$ cat config.mk
export PLATFORM = sky130hd
export DESIGN_NAME = slm_lane_mapper
export DESIGN_NICKNAME = d
export VERILOG_FILES = /design/src/hw/slm_pkg.sv /design/src/hw/slm_lane_mapper.sv
export SDC_FILE = /design/constraint.sdc
export NUM_CORES = 1
export LEC_CHECK = 0
export ABC_CLOCK_PERIOD_IN_PS = 11100
export BUFFER_PORTS_ARGS = -buffer_cell sky130_fd_sc_hd__buf_2
export CAP_MARGIN = 20
export CORE_ASPECT_RATIO = 1.25
export CORE_MARGIN = 5
export CORE_UTILIZATION = 34
export DETAILED_ROUTE_END_ITERATION = 12
export GPL_TIMING_DRIVEN = 0
export HOLD_SLACK_MARGIN = 0.02
export PLACE_DENSITY = 0.48
export SLEW_MARGIN = 10
export SYNTH_ARGS = -nofsm -noshare
export SYNTH_HDL_FRONTEND = slang
export SYNTH_HIERARCHICAL = 1
export SYNTH_SLANG_ARGS = --single-unit
$ cat constraint.sdc
create_clock -name aclk -period 11.1 [get_ports aclk]
set_clock_uncertainty 0.05 [all_clocks]
set_input_delay 1.11 -clock aclk [delete_from_list [all_inputs] [get_ports aclk]]
set_output_delay 1.11 -clock aclk [all_outputs]
set_load 0.01 [all_outputs]
$ cat src/hw/slm_pkg.sv
// Package: register map, field layout, reset values and timing for the lane mapper
package slm_pkg;
  // Register byte offsets
  localparam logic [7:0] ADDR_CTRL = 8'h00;
  localparam logic [7:0] ADDR_PLL_FREQ = 8'h04;
  localparam logic [7:0] ADDR_PLL_SEL = 8'h08;
  localparam logic [7:0] ADDR_POL = 8'h0c;
  localparam logic [7:0] ADDR_TX_MAP = 8'h10;
  localparam logic [7:0] ADDR_RX_MAP = 8'h14;
  localparam logic [7:0] ADDR_STATUS = 8'h18;
  // Field positions
  localparam int CTRL_LLB = 0;
  localparam int CTRL_RLB = 1;
  localparam int CTRL_MODE = 2;
  localparam int FREQ_PRI = 0;
  localparam int FREQ_SEC = 2;
  localparam int POL_RX = 8;
  localparam int ST_REMAP = 0;
  localparam int ST_RLB_REFUSED = 1;
  localparam int ST_PW_RST = 2;
  localparam int ST_FULL = 3;
  localparam int ST_EMPTY = 4;
  localparam int ST_OS = 8;
  // Lane and buffer geometry
  localparam int LANES = 8;
  localparam int FIFO_DEPTH = 32;
  // PLL frequency codes: 20.6250G, 25.78125G, 26.5625G
  localparam logic [1:0] F_20G625 = 2'h0;
  localparam logic [1:0] F_25G78125 = 2'h1;
  localparam logic [1:0] F_26G5625 = 2'h2;
  // Port width codes: 1, 2, 4 or 8 lanes per port
  localparam logic [1:0] MODE_X1 = 2'h0;
  // Reset values and bus response codes
  localparam logic [23:0] MAP_IDENTITY = 24'hfac688;
  localparam logic [3:0] FREQ_RESET = 4'h5;
  localparam logic [1:0] RESP_OKAY = 2'h0;
  localparam logic [1:0] RESP_SLVERR = 2'h2;
  // Port wrapper reset time
  localparam int CLK_PERIOD_NS = 50;
  localparam int PW_RST_NS = 1000;
  localparam int PW_RST_CYC = (PW_RST_NS + CLK_PERIOD_NS - 1) / CLK_PERIOD_NS;
  // Lane configuration carried as one bundle
  typedef struct packed {
    logic [7:0] pll_sel;
    logic [7:0] tx_inv;
    logic [7:0] rx_inv;
    logic [23:0] tx_map;
    logic [23:0] rx_map;
  } slm_lane_cfg_s;
endpackage

$ cat src/hw/slm_lane_mapper.sv
// Lane mapper: transmit FIFO, lane permutation, polarity, loopback and register slave

////////////////////////////////////////////////////////////////////////////////
// Synchronous FIFO with valid/ready on both sides
module slm_fifo #(
  parameter int WIDTH = 8,
  parameter int DEPTH = 32
) (
  // Clock and reset
  input wire logic aclk,
  input wire logic aresetn,
  // Fill side
  input wire logic in_valid,
  output logic in_ready,
  input wire logic [WIDTH-1:0] in_data,
  // Drain side
  output logic out_valid,
  input wire logic out_ready,
  output logic [WIDTH-1:0] out_data,
  // State
  output logic full,
  output logic empty
);
  localparam int AW = $clog2(DEPTH);
  logic [WIDTH-1:0] mem [DEPTH];
  logic [AW-1:0] wr_ptr;
  logic [AW-1:0] rd_ptr;
  logic [AW:0] count;
  logic push;
  logic pop;

  // Handshakes
  assign full = (count == (AW+1)'(DEPTH));
  assign empty = (count == '0);
  assign in_ready = !full;
  assign out_valid = !empty;
  assign out_data = mem[rd_ptr];
  assign push = in_valid && in_ready;
  assign pop = out_valid && out_ready;

  // Storage, no reset needed
  always_ff @(posedge aclk) begin
    if (push) begin
      mem[wr_ptr] <= in_data;
    end
  end

  // Pointers and fill level
  always_ff @(posedge aclk) begin
    if (!aresetn) begin
      wr_ptr <= '0;
      rd_ptr <= '0;
      count <= '0;
    end else begin
      if (push) begin
        wr_ptr <= wr_ptr + 1'b1;
      end
      if (pop) begin
        rd_ptr <= rd_ptr + 1'b1;
      end
      if (push && !pop) begin
        count <= count + 1'b1;
      end else if (pop && !push) begin
        count <= count - 1'b1;
      end
    end
  end
endmodule

////////////////////////////////////////////////////////////////////////////////
module slm_lane_mapper (
  // Clock and reset
  input wire logic aclk,
  input wire logic aresetn,
  // AXI4-Lite write address
  input wire logic s_axi_awvalid,
  output logic s_axi_awready,
  input wire logic [7:0] s_axi_awaddr,
  // AXI4-Lite write data
  input wire logic s_axi_wvalid,
  output logic s_axi_wready,
  input wire logic [31:0] s_axi_wdata,
  input wire logic [3:0] s_axi_wstrb,
  // AXI4-Lite write response
  output logic s_axi_bvalid,
  input wire logic s_axi_bready,
  output logic [1:0] s_axi_bresp,
  // AXI4-Lite read address
  input wire logic s_axi_arvalid,
  output logic s_axi_arready,
  input wire logic [7:0] s_axi_araddr,
  // AXI4-Lite read data
  output logic s_axi_rvalid,
  input wire logic s_axi_rready,
  output logic [31:0] s_axi_rdata,
  output logic [1:0] s_axi_rresp,
  // Transmit stream, one bit per logical lane per word
  input wire logic tx_valid,
  output logic tx_ready,
  input wire logic [7:0] tx_data,
  // Receive stream, one word per cycle
  output logic rx_valid,
  output logic [7:0] rx_data,
  // Serial lane pins
  output logic [7:0] tx_lane,
  input wire logic [7:0] rx_lane,
  // Clocking and port control toward the quads
  output logic [7:0] lane_pll_sel,
  output logic [15:0] lane_freq,
  output logic [7:0] lane_oversample,
  output logic [1:0] port_mode,
  output logic port_wrapper_reset
);
  slm_pkg::slm_lane_cfg_s cfg;
  logic llb_en;
  logic rlb_req;
  logic [1:0] mode;
  logic [1:0] pri_freq;
  logic [1:0] sec_freq;
  logic [7:0] aw_addr;
  logic aw_full;
  logic [31:0] w_data;
  logic [3:0] w_strb;
  logic w_full;
  logic do_write;
  logic wr_hit;
  logic [31:0] rd_word;
  logic rd_hit;
  logic [31:0] cur_word;
  logic [31:0] new_word;
  logic [$clog2(slm_pkg::PW_RST_CYC+1)-1:0] pw_cnt;
  logic pw_trigger;
  logic remap_active;
  logic rlb_active;
  logic [7:0] rx_m1;
  logic [7:0] rx_m2;
  logic [7:0] rx_src;
  logic f_valid;
  logic f_ready;
  logic [7:0] f_data;
  logic f_full;
  logic f_empty;

  // Gather: output lane j takes source lane map[j]
  function automatic logic [7:0] permute(input logic [7:0] src, input logic [23:0] map);
    logic [7:0] r;
    r = '0;
    for (int j = 0; j < slm_pkg::LANES; j++) begin
      r[j] = src[map[3*j +: 3]];
    end
    return r;
  endfunction

  // Merge a write word under the byte strobes
  function automatic logic [31:0] merge(input logic [31:0] old, input logic [31:0] d,
                                        input logic [3:0] strb);
    logic [31:0] r;
    r = old;
    for (int b = 0; b < 4; b++) begin
      if (strb[b]) begin
        r[8*b +: 8] = d[8*b +: 8];
      end
    end
    return r;
  endfunction

  ////////////////////////////////////////////////////////////////////////////
  // Register word at the write address, merged under the write strobes
  always_comb begin
    cur_word = '0;
    wr_hit = 1'b1;
    case (aw_addr)
      slm_pkg::ADDR_CTRL: cur_word = {28'h0000000, mode, rlb_req, llb_en};
      slm_pkg::ADDR_PLL_FREQ: cur_word = {28'h0000000, sec_freq, pri_freq};
      slm_pkg::ADDR_PLL_SEL: cur_word = {24'h000000, cfg.pll_sel};
      slm_pkg::ADDR_POL: cur_word = {16'h0000, cfg.rx_inv, cfg.tx_inv};
      slm_pkg::ADDR_TX_MAP: cur_word = {8'h00, cfg.tx_map};
      slm_pkg::ADDR_RX_MAP: cur_word = {8'h00, cfg.rx_map};
      default: wr_hit = 1'b0;
    endcase
  end
  assign new_word = merge(cur_word, w_data, w_strb);

  // Read mux, status included
  always_comb begin
    rd_word = '0;
    rd_hit = 1'b1;
    case (s_axi_araddr)
      slm_pkg::ADDR_CTRL: rd_word = {28'h0000000, mode, rlb_req, llb_en};
      slm_pkg::ADDR_PLL_FREQ: rd_word = {28'h0000000, sec_freq, pri_freq};
      slm_pkg::ADDR_PLL_SEL: rd_word = {24'h000000, cfg.pll_sel};
      slm_pkg::ADDR_POL: rd_word = {16'h0000, cfg.rx_inv, cfg.tx_inv};
      slm_pkg::ADDR_TX_MAP: rd_word = {8'h00, cfg.tx_map};
      slm_pkg::ADDR_RX_MAP: rd_word = {8'h00, cfg.rx_map};
      slm_pkg::ADDR_STATUS: begin
        rd_word[slm_pkg::ST_REMAP] = remap_active;
        rd_word[slm_pkg::ST_RLB_REFUSED] = rlb_req && remap_active;
        rd_word[slm_pkg::ST_PW_RST] = port_wrapper_reset;
        rd_word[slm_pkg::ST_FULL] = f_full;
        rd_word[slm_pkg::ST_EMPTY] = f_empty;
        rd_word[slm_pkg::ST_OS +: 8] = lane_oversample;
      end
      default: rd_hit = 1'b0;
    endcase
  end

  ////////////////////////////////////////////////////////////////////////////
  // Write channels held independently; either may arrive first
  assign s_axi_awready = !aw_full;
  assign s_axi_wready = !w_full;
  assign do_write = aw_full && w_full && !s_axi_bvalid;
  always_ff @(posedge aclk) begin
    if (!aresetn) begin
      aw_full <= 1'b0;
      w_full <= 1'b0;
      aw_addr <= '0;
      w_data <= '0;
      w_strb <= '0;
    end else begin
      if (s_axi_awvalid && !aw_full) begin
        aw_full <= 1'b1;
        aw_addr <= s_axi_awaddr;
      end else if (do_write) begin
        aw_full <= 1'b0;
      end
      if (s_axi_wvalid && !w_full) begin
        w_full <= 1'b1;
        w_data <= s_axi_wdata;
        w_strb <= s_axi_wstrb;
      end else if (do_write) begin
        w_full <= 1'b0;
      end
    end
  end

  // Write response; unmapped or read-only address answers SLVERR
  always_ff @(posedge aclk) begin
    if (!aresetn) begin
      s_axi_bvalid <= 1'b0;
      s_axi_bresp <= slm_pkg::RESP_OKAY;
    end else if (do_write) begin
      s_axi_bvalid <= 1'b1;
      s_axi_bresp <= wr_hit ? slm_pkg::RESP_OKAY : slm_pkg::RESP_SLVERR;
    end else if (s_axi_bready) begin
      s_axi_bvalid <= 1'b0;
    end
  end

  // Read channel, one outstanding read
  assign s_axi_arready = !s_axi_rvalid;
  always_ff @(posedge aclk) begin
    if (!aresetn) begin
      s_axi_rvalid <= 1'b0;
      s_axi_rdata <= '0;
      s_axi_rresp <= slm_pkg::RESP_OKAY;
    end else if (s_axi_arvalid && !s_axi_rvalid) begin
      s_axi_rvalid <= 1'b1;
      s_axi_rdata <= rd_word;
      s_axi_rresp <= rd_hit ? slm_pkg::RESP_OKAY : slm_pkg::RESP_SLVERR;
    end else if (s_axi_rready) begin
      s_axi_rvalid <= 1'b0;
    end
  end

  ////////////////////////////////////////////////////////////////////////////
  // Configuration registers, defaults give a transparent core
  always_ff @(posedge aclk) begin
    if (!aresetn) begin
      llb_en <= 1'b0;
      rlb_req <= 1'b0;
      mode <= slm_pkg::MODE_X1;
      pri_freq <= slm_pkg::FREQ_RESET[1:0];
      sec_freq <= slm_pkg::FREQ_RESET[3:2];
      cfg.pll_sel <= '0;
      cfg.tx_inv <= '0;
      cfg.rx_inv <= '0;
      cfg.tx_map <= slm_pkg::MAP_IDENTITY;
      cfg.rx_map <= slm_pkg::MAP_IDENTITY;
    end else if (do_write && wr_hit) begin
      case (aw_addr)
        slm_pkg::ADDR_CTRL: begin
          llb_en <= new_word[slm_pkg::CTRL_LLB];
          rlb_req <= new_word[slm_pkg::CTRL_RLB];
          mode <= new_word[slm_pkg::CTRL_MODE +: 2];
        end
        slm_pkg::ADDR_PLL_FREQ: begin
          pri_freq <= new_word[slm_pkg::FREQ_PRI +: 2];
          sec_freq <= new_word[slm_pkg::FREQ_SEC +: 2];
        end
        slm_pkg::ADDR_PLL_SEL: cfg.pll_sel <= new_word[7:0];
        slm_pkg::ADDR_POL: begin
          cfg.tx_inv <= new_word[7:0];
          cfg.rx_inv <= new_word[slm_pkg::POL_RX +: 8];
        end
        slm_pkg::ADDR_TX_MAP: cfg.tx_map <= new_word[23:0];
        slm_pkg::ADDR_RX_MAP: cfg.rx_map <= new_word[23:0];
        default: ;
      endcase
    end
  end

  ////////////////////////////////////////////////////////////////////////////
  // Only a primary rate change or a regrouping of ports needs a wrapper reset
  assign pw_trigger = do_write && ((aw_addr == slm_pkg::ADDR_PLL_FREQ
                      && new_word[slm_pkg::FREQ_PRI +: 2] != pri_freq)
                      || (aw_addr == slm_pkg::ADDR_CTRL
                      && new_word[slm_pkg::CTRL_MODE +: 2] != mode));
  always_ff @(posedge aclk) begin
    if (!aresetn) begin
      pw_cnt <= '0;
    end else if (pw_trigger) begin
      pw_cnt <= ($bits(pw_cnt))'(slm_pkg::PW_RST_CYC);
    end else if (pw_cnt != '0) begin
      pw_cnt <= pw_cnt - 1'b1;
    end
  end
  assign port_wrapper_reset = (pw_cnt != '0);

  // Per-lane clock source and rate; 20.6250G lanes carry 10.3125G at 2x
  always_comb begin
    for (int i = 0; i < slm_pkg::LANES; i++) begin
      lane_freq[2*i +: 2] = cfg.pll_sel[i] ? sec_freq : pri_freq;
      lane_oversample[i] = (lane_freq[2*i +: 2] == slm_pkg::F_20G625);
    end
  end
  assign lane_pll_sel = cfg.pll_sel;
  // Groups of 1/2/4/8 always start on a lane multiple, so stay in this core
  assign port_mode = mode;

  ////////////////////////////////////////////////////////////////////////////
  // Remote loopback stays off while any map is non-identity; the request waits for identity maps
  assign remap_active = (cfg.tx_map != slm_pkg::MAP_IDENTITY)
                        || (cfg.rx_map != slm_pkg::MAP_IDENTITY);
  assign rlb_active = rlb_req && !remap_active;

  // Transmit buffer; drain stalls during the wrapper reset
  slm_fifo #(
    .WIDTH(slm_pkg::LANES),
    .DEPTH(slm_pkg::FIFO_DEPTH)
  ) u_tx_fifo (
    .aclk(aclk),
    .aresetn(aresetn),
    .in_valid(tx_valid),
    .in_ready(tx_ready),
    .in_data(tx_data),
    .out_valid(f_valid),
    .out_ready(f_ready),
    .out_data(f_data),
    .full(f_full),
    .empty(f_empty)
  );
  assign f_ready = !port_wrapper_reset && !rlb_active;

  // Receive pins cross into aclk through two flops
  always_ff @(posedge aclk) begin
    if (!aresetn) begin
      rx_m1 <= '0;
      rx_m2 <= '0;
    end else begin
      rx_m1 <= rx_lane;
      rx_m2 <= rx_m1;
    end
  end

  // Transmit pins: remote loopback echoes receive pins, else mapped data
  always_ff @(posedge aclk) begin
    if (!aresetn) begin
      tx_lane <= '0;
    end else if (rlb_active) begin
      tx_lane <= rx_m2;
    end else if (f_valid && f_ready) begin
      tx_lane <= permute(f_data, cfg.tx_map) ^ cfg.tx_inv;
    end else begin
      tx_lane <= '0;
    end
  end

  // Local loopback turns transmit pins back; no coding-layer path exists
  assign rx_src = llb_en ? tx_lane : rx_m2;

  // Receive runs every cycle regardless of transmit activity
  always_ff @(posedge aclk) begin
    if (!aresetn) begin
      rx_valid <= 1'b0;
      rx_data <= '0;
    end else begin
      rx_valid <= 1'b1;
      rx_data <= permute(rx_src ^ cfg.rx_inv, cfg.rx_map);
    end
  end
endmodule

Word-level counts from Yosys, hierarchy flattened. Memory sizes are Yosys's and may differ from the RTL's. A register that Yosys moved wholly into a read port is not among the register bits. Cells that the tools add are included.

Magnitude comparators: 16. Reductions and logical operators: 56. Multiplexer cells: 71. $add $sub $neg: 5. Equal/unequal tests: 16. Bitwise logic cells: 3.

Operators by type and width (number): 24-bit one-hot mux with 6 select lines (1); 3-bit by 4-bit < comparator with 1-bit output (second input constant) (16); 1-bit binary-select mux with 3-bit select (16); 8-bit 2-to-1 mux (6); 24-bit inequality test (second input constant) (2); 8-bit by 5-bit equality test with 1-bit output (second input constant) (5); 5-bit one-hot mux with 7 select lines (1); 8-bit by 4-bit equality test with 1-bit output (second input constant) (4); 8-bit one-hot mux with 4 select lines (1); 1-bit 2-to-1 mux (28); 2-bit 2-to-1 mux (10); 5-bit 2-to-1 mux (4); 8-bit by 3-bit equality test with 1-bit output (second input constant) (2); 1-bit logical AND (16); 2-bit logical NOT (8); 8-bit logical NOT (2); 8-bit one-hot mux with 2 select lines (1); 8-bit bitwise XOR (2); 6-bit 2-to-1 mux (2); 3-bit one-hot mux with 4 select lines (1); 2-bit AND reduction (6); 2-bit nonzero test (6); 1-bit logical NOT (11); 5-bit by 1-bit adder with 5-bit output (second input constant) (2); other kinds (12) (14).

Bits in registers: 209. Input port bits: 76. Word-level logic and storage cells: 198. Output and inout port bits: 94. Memories: 1. Memory bits (writable): 256.

Memory list: u_tx_fifo.mem (depth 32, bits a word 8, read ports 1, clocked after Yosys merged registers in 1, wr ports 1, line slm_lane_mapper.sv:25) `logic [WIDTH-1:0] mem [DEPTH];`.

Longest topological paths before layout.
Depth in word-level cells: 10. Gate-level depth with buffers: 15. Gate-level depth less buffers: 14.

Hierarchy. Netlist, hierarchy kept.

Modules (own cells, without submodules): slm_fifo (cells an instance 629, sequential area each 8107.8 µm², times used 1, area an instance 11105.7 µm²); slm_lane_mapper (cells an instance 1087, sequential area each 3663.5 µm², times used 1, area an instance 9502.9 µm²).

Worst setup path before layout. OpenSTA, ideal clock, no wires.

Kind: reg2reg. From: reg cfg[9] in the netlist's numbering. To: reg u_tx_fifo.count[5]. Path slack: 7.559 ns. Clock period less this slack: 3.541 ns. Buffers on the path: 2. Setup time: 0.129 ns. Data required time: 10.921 ns. Arrival: 3.363 ns. Stages on the path, launching flop included: 16. Cells stage by stage: dfxtp_1 -> nor4bb_1 -> nand4_1 -> nor4_1 -> and2_1 -> clkbuf_1 -> clkbuf_1 -> nor2_1 -> o31ai_4 -> ha_1 -> inv_1 -> ha_1 -> a211o_1 -> o221a_2 -> o21ai_0 -> nand4b_1.

Cells in the longest elaborated chain, start to end: 10. Elaborated cells on any way between the ends: 12. Those cells by class: eq/ne (1); mux (1); reduce/logical (10).

Ends and longest elaborated chain: from (decl) (line slm_lane_mapper.sv:114) `slm_pkg::slm_lane_cfg_s cfg;`; 24-bit inequality test (*) (line slm_lane_mapper.sv:333) `|| (cfg.rx_map != slm_pkg::MAP_IDENTITY);`; 1-bit logical OR (*) (line slm_lane_mapper.sv:333); 1-bit logical NOT (*) (line slm_lane_mapper.sv:334) `assign rlb_active = rlb_req && !remap_active;`; 1-bit logical AND (*) (line slm_lane_mapper.sv:334); 1-bit logical NOT (*) (line slm_lane_mapper.sv:352) `assign f_ready = !port_wrapper_reset && !rlb_active;`; 1-bit logical AND (*) (line slm_lane_mapper.sv:352); net f_ready (line slm_lane_mapper.sv:139) `logic f_ready;`; 1-bit logical AND (*) (line slm_lane_mapper.sv:39) `assign pop = out_valid && out_ready;`; 1-bit logical NOT (line slm_lane_mapper.sv:61) `if (push && !pop) begin`; 1-bit logical AND (line slm_lane_mapper.sv:61); 6-bit 2-to-1 mux or 2-bit nonzero test (tied branches); to (signal assigned) (line slm_lane_mapper.sv:62) `count <= count + 1'b1;`; to (signal assigned) (line slm_lane_mapper.sv:64) `count <= count - 1'b1;`; to (decl) (line slm_lane_mapper.sv:28) `logic [AW:0] count;`.

Mark *: on every way through the listed nets, which the timed path passes. The rest lies on a longest branch. A chain may end at the register's enable or synchronous reset.

Final worst setup path. Same ends and word-level chain as after synthesis.

==> results_dict.tcl <==
set metrics [dict create \
    critPathTopFamily "simple AND/OR/NAND/NOR gates" \
    synth_top_area_share 0.373 \
    clock_latency_ns 0.62 \
    synth-main-ff-cell "edfxtp_1" \
    clockBufferDepth 3 \
    synth_edf_count 256 \
    fin_tns_setup_ns 0 \
    peakVddDrop_mv 0.121 \
    grt_pass1_vias 15100 \
    routedWlPerCell_um 24.4 \
    area_delta_synth_final_pct 16.9 \
    crit_buf_inv 3 \
    final_nets 2012 \
    cts_tree "yes" \
    hold_path.class "reg -> reg" \
    drt_first_iter_violations 1155 \
    yosys-top-cells-area "edfxtp_1 (37%), dfxtp_1 (20%), mux4_2 (7.0%)" \
    ant_nets 0 \
    critPathKind "reg -> reg" \
    hold_depth 1 \
    postCtsSetupBuffers 0 \
    fp.dieArea_sq_mm 0.0657 \
    nFillCells 5800 \
    hold_viol_final 0 \
    power.density_mw_per_mm2 184 \
    drv_cap 0 \
    antenna_cells 0 \
    reg2reg_depth 15 \
    cp_max_fo 10 \
    synth_top_area_cell "edfxtp_1" \
    setup_viol 0 \
    min-delay-start "rx_m1[6]" \
    dieHeight_um 285 \
    placed_area_sq_mm 0.0224 \
    avgSynthCellArea_sq_um 12.0 \
    holdPathEnd "rx_m2[6]" \
    synth_area_sq_mm 0.0206 \
    worst_path_max_delay_cell "dfxtp_1" \
    report.final.slew_viol_count 0 \
    wl_um 66700 \
    routabilityCongestion 0.914 \
    worst_r2r_startpoint "cfg[9]" \
    start_util 0.341 \
    antenna_found_initial 0 \
    core_area_sq_mm 0.0604 \
    ios 170 \
    portBuffers 149 \
    dr.pass1.iters 6 \
    hpwlAfterDp_um 49800 \
    yosysUniqueCellTypes 79 \
    crit_chain "nor4bb_1 -> nand4_1 -> nor4_1 -> and2_1 -> clkbuf_1 -> clkbuf_1 -> nor2_1 -> o31ai_4 -> ha_1 -> inv_1 -> ha_1 -> a211o_1 -> o221a_2 -> o21ai_0 -> nand4b_1" \
    r2r_setup_slack_ns 6.23 \
    worst_pin_slew_ns 1.00 \
    drive_gt1_frac 0.193 \
    postSynthCellCount 1716 \
    required_ns 11.52 \
    fin_crit_sh 0.438 \
    clkTransAtPathRegs_ns 0.07 \
    cp-end-kind "flop" \
    clock_sinks 460 \
    drc 0 \
    fmax_mhz 206 \
    worst_r2r_endpoint "u_tx_fifo/count[5]" \
    power_leakage_nw 8.44 \
    async_flop_share 0 \
    worstPathArrival_ns 5.28 \
    maxSlewHeadroom 0.327 \
    rows 101 \
    final.min_clock_period_ns 4.87 \
    ctsHtreeMaxLevel 2 \
    critPathMaxStageDelay_ns 0.65 \
    status "complete, no violations" \
    rsz0062_at_grt "false" \
    overflow 0 \
    die_w_um 230 \
    ys_ff_latch 460 \
    yosys_warnings 6 \
    vias 14900 \
    stdcell_area_sq_mm 0.0241 \
    yosysSeqAreaShare 0.571 \
    avgViaCountPerCell 5.44 \
    grt_max_degree 33 \
    power_mw 4.42 \
    track_usage 0.197 \
    cts-hold-fix-buffers 0 \
    crit_path_start_kind "flop" \
    grt_pass1_wl_um 97900 \
    cts-resized-gates 0 \
    numCtsBuffers 47 \
    utilization 0.399 \
    cts_root_buffer "clkbuf_16" \
]
per-stage QoR:
step | instances | hold slack, ns | worst slack (ns)
global route | 2734 | 0.388 | 5.95
finish | 2734 | 0.381 | 6.23
global placement | 2646 | 0.370 | 6.40
CTS | 2734 | 0.383 | 6.35
floorplan | 1725 | 0.362 | 7.56
detailed placement | 2646 | 0.369 | 6.40
registers in the layout, summed over array words and instances, names as in the netlist, 3 cells and up, named ones only:
register          count
u_tx_fifo/mem       256
cfg                  64
s_axi_rdata          24
w_data               24
aw_addr               8
lane_pll_sel          8
rx_data               8
rx_m1                 8
rx_m2                 8
tx_lane               8
u_tx_fifo/count       6
pw_cnt                5
u_tx_fifo/rd_ptr      5
u_tx_fifo/wr_ptr      5
w_strb                3
worst max-delay path by stage:
stage | endpoint | cells past startpoint | startpoint | slack (ns)
final | u_tx_fifo/count[5] | 15 | cfg[9] | 6.23
after global routing | u_tx_fifo/count[5] | 15 | cfg[9] | 5.95
after CTS | u_tx_fifo/count[5] | 15 | cfg[10] | 6.35
after detailed placement | u_tx_fifo/count[5] | 15 | cfg[10] | 6.40
after global placement | u_tx_fifo/count[5] | 15 | cfg[10] | 6.40
after floorplan | u_tx_fifo/count[5] | 15 | cfg[9] | 7.56
cells in the final DEF (no fill, tap or decap), drive strengths merged, types with 55 or more instances in the layout:
cell type	Yosys	routed
a22oi	55	55
mux4	64	64
mux2i	122	122
nand3	55	55
nor2	143	143
clkbuf	77	142
buf	56	205
nand2	185	185
edfxtp	256	256
a21oi	74	74
dfxtp	204	204
layer usage:
metal | wire length, um | share of wire | track usage
met1 | 25200 | 0.38 | 0.225
met2 | 34700 | 0.52 | 0.360
met3 | 3280 | 0.049 | 0.0332
met4 | 3600 | 0.054 | 0.0916
met5 | 0 | 0 | 0
area by class of cell:
class,instances,area (sq um),area share
sequential,460,11800,0.489
multi-input combinational,1111,8150,0.338
clock buffer,65,1350,0.0559
tap,772,966,0.0401
timing repair buffer,149,746,0.0310
buffer,133,641,0.0266
clock inverter,23,383,0.0159
inverter,21,78.8,0.00327
power by group:
part | switching, mW | internal, mW
registers | 0.0399 | 1.86
clock network | 0.692 | 1.06
logic | 0.462 | 0.308
cell families (layout without fill, tap and decap cells):
| logic type | Yosys count | count (layout) | share of synthesized area |
|---|---|---|---|
| AOI/OAI and AO/OA | 324 | 324 | 0.112 |
| xor gates and xnor gates | 29 | 29 | 0.0123 |
| adders and majority gates | 13 | 13 | 0.00826 |
| buffers and inverters | 154 | 391 | 0.0349 |
| DFF | 460 | 460 | 0.571 |
| muxes | 206 | 206 | 0.140 |
| other | 1 | 10 | 0.000182 |
| and+or+nand+nor | 529 | 529 | 0.121 |
cells in the mapped netlist, types with 11 or more instances:
cell type,n
a221oi_1,21
dfxtp_1,204
nand3_1,54
a211oi_1,24
xnor2_1,11
mux2i_1,122
buf_4,20
a22o_1,25
or3_1,12
buf_2,21
o211ai_1,15
and2_1,30
clkbuf_1,76
nor2b_1,14
inv_1,19
xor2_1,18
o21a_1,13
mux2_2,20
ha_1,12
buf_1,11
a21oi_1,74
a22oi_1,55
nand2_1,184
edfxtp_1,256
mux4_2,64
nor3_1,37
o21ai_0,38
nor2_1,142
Power figures use the tool's default switching activity.
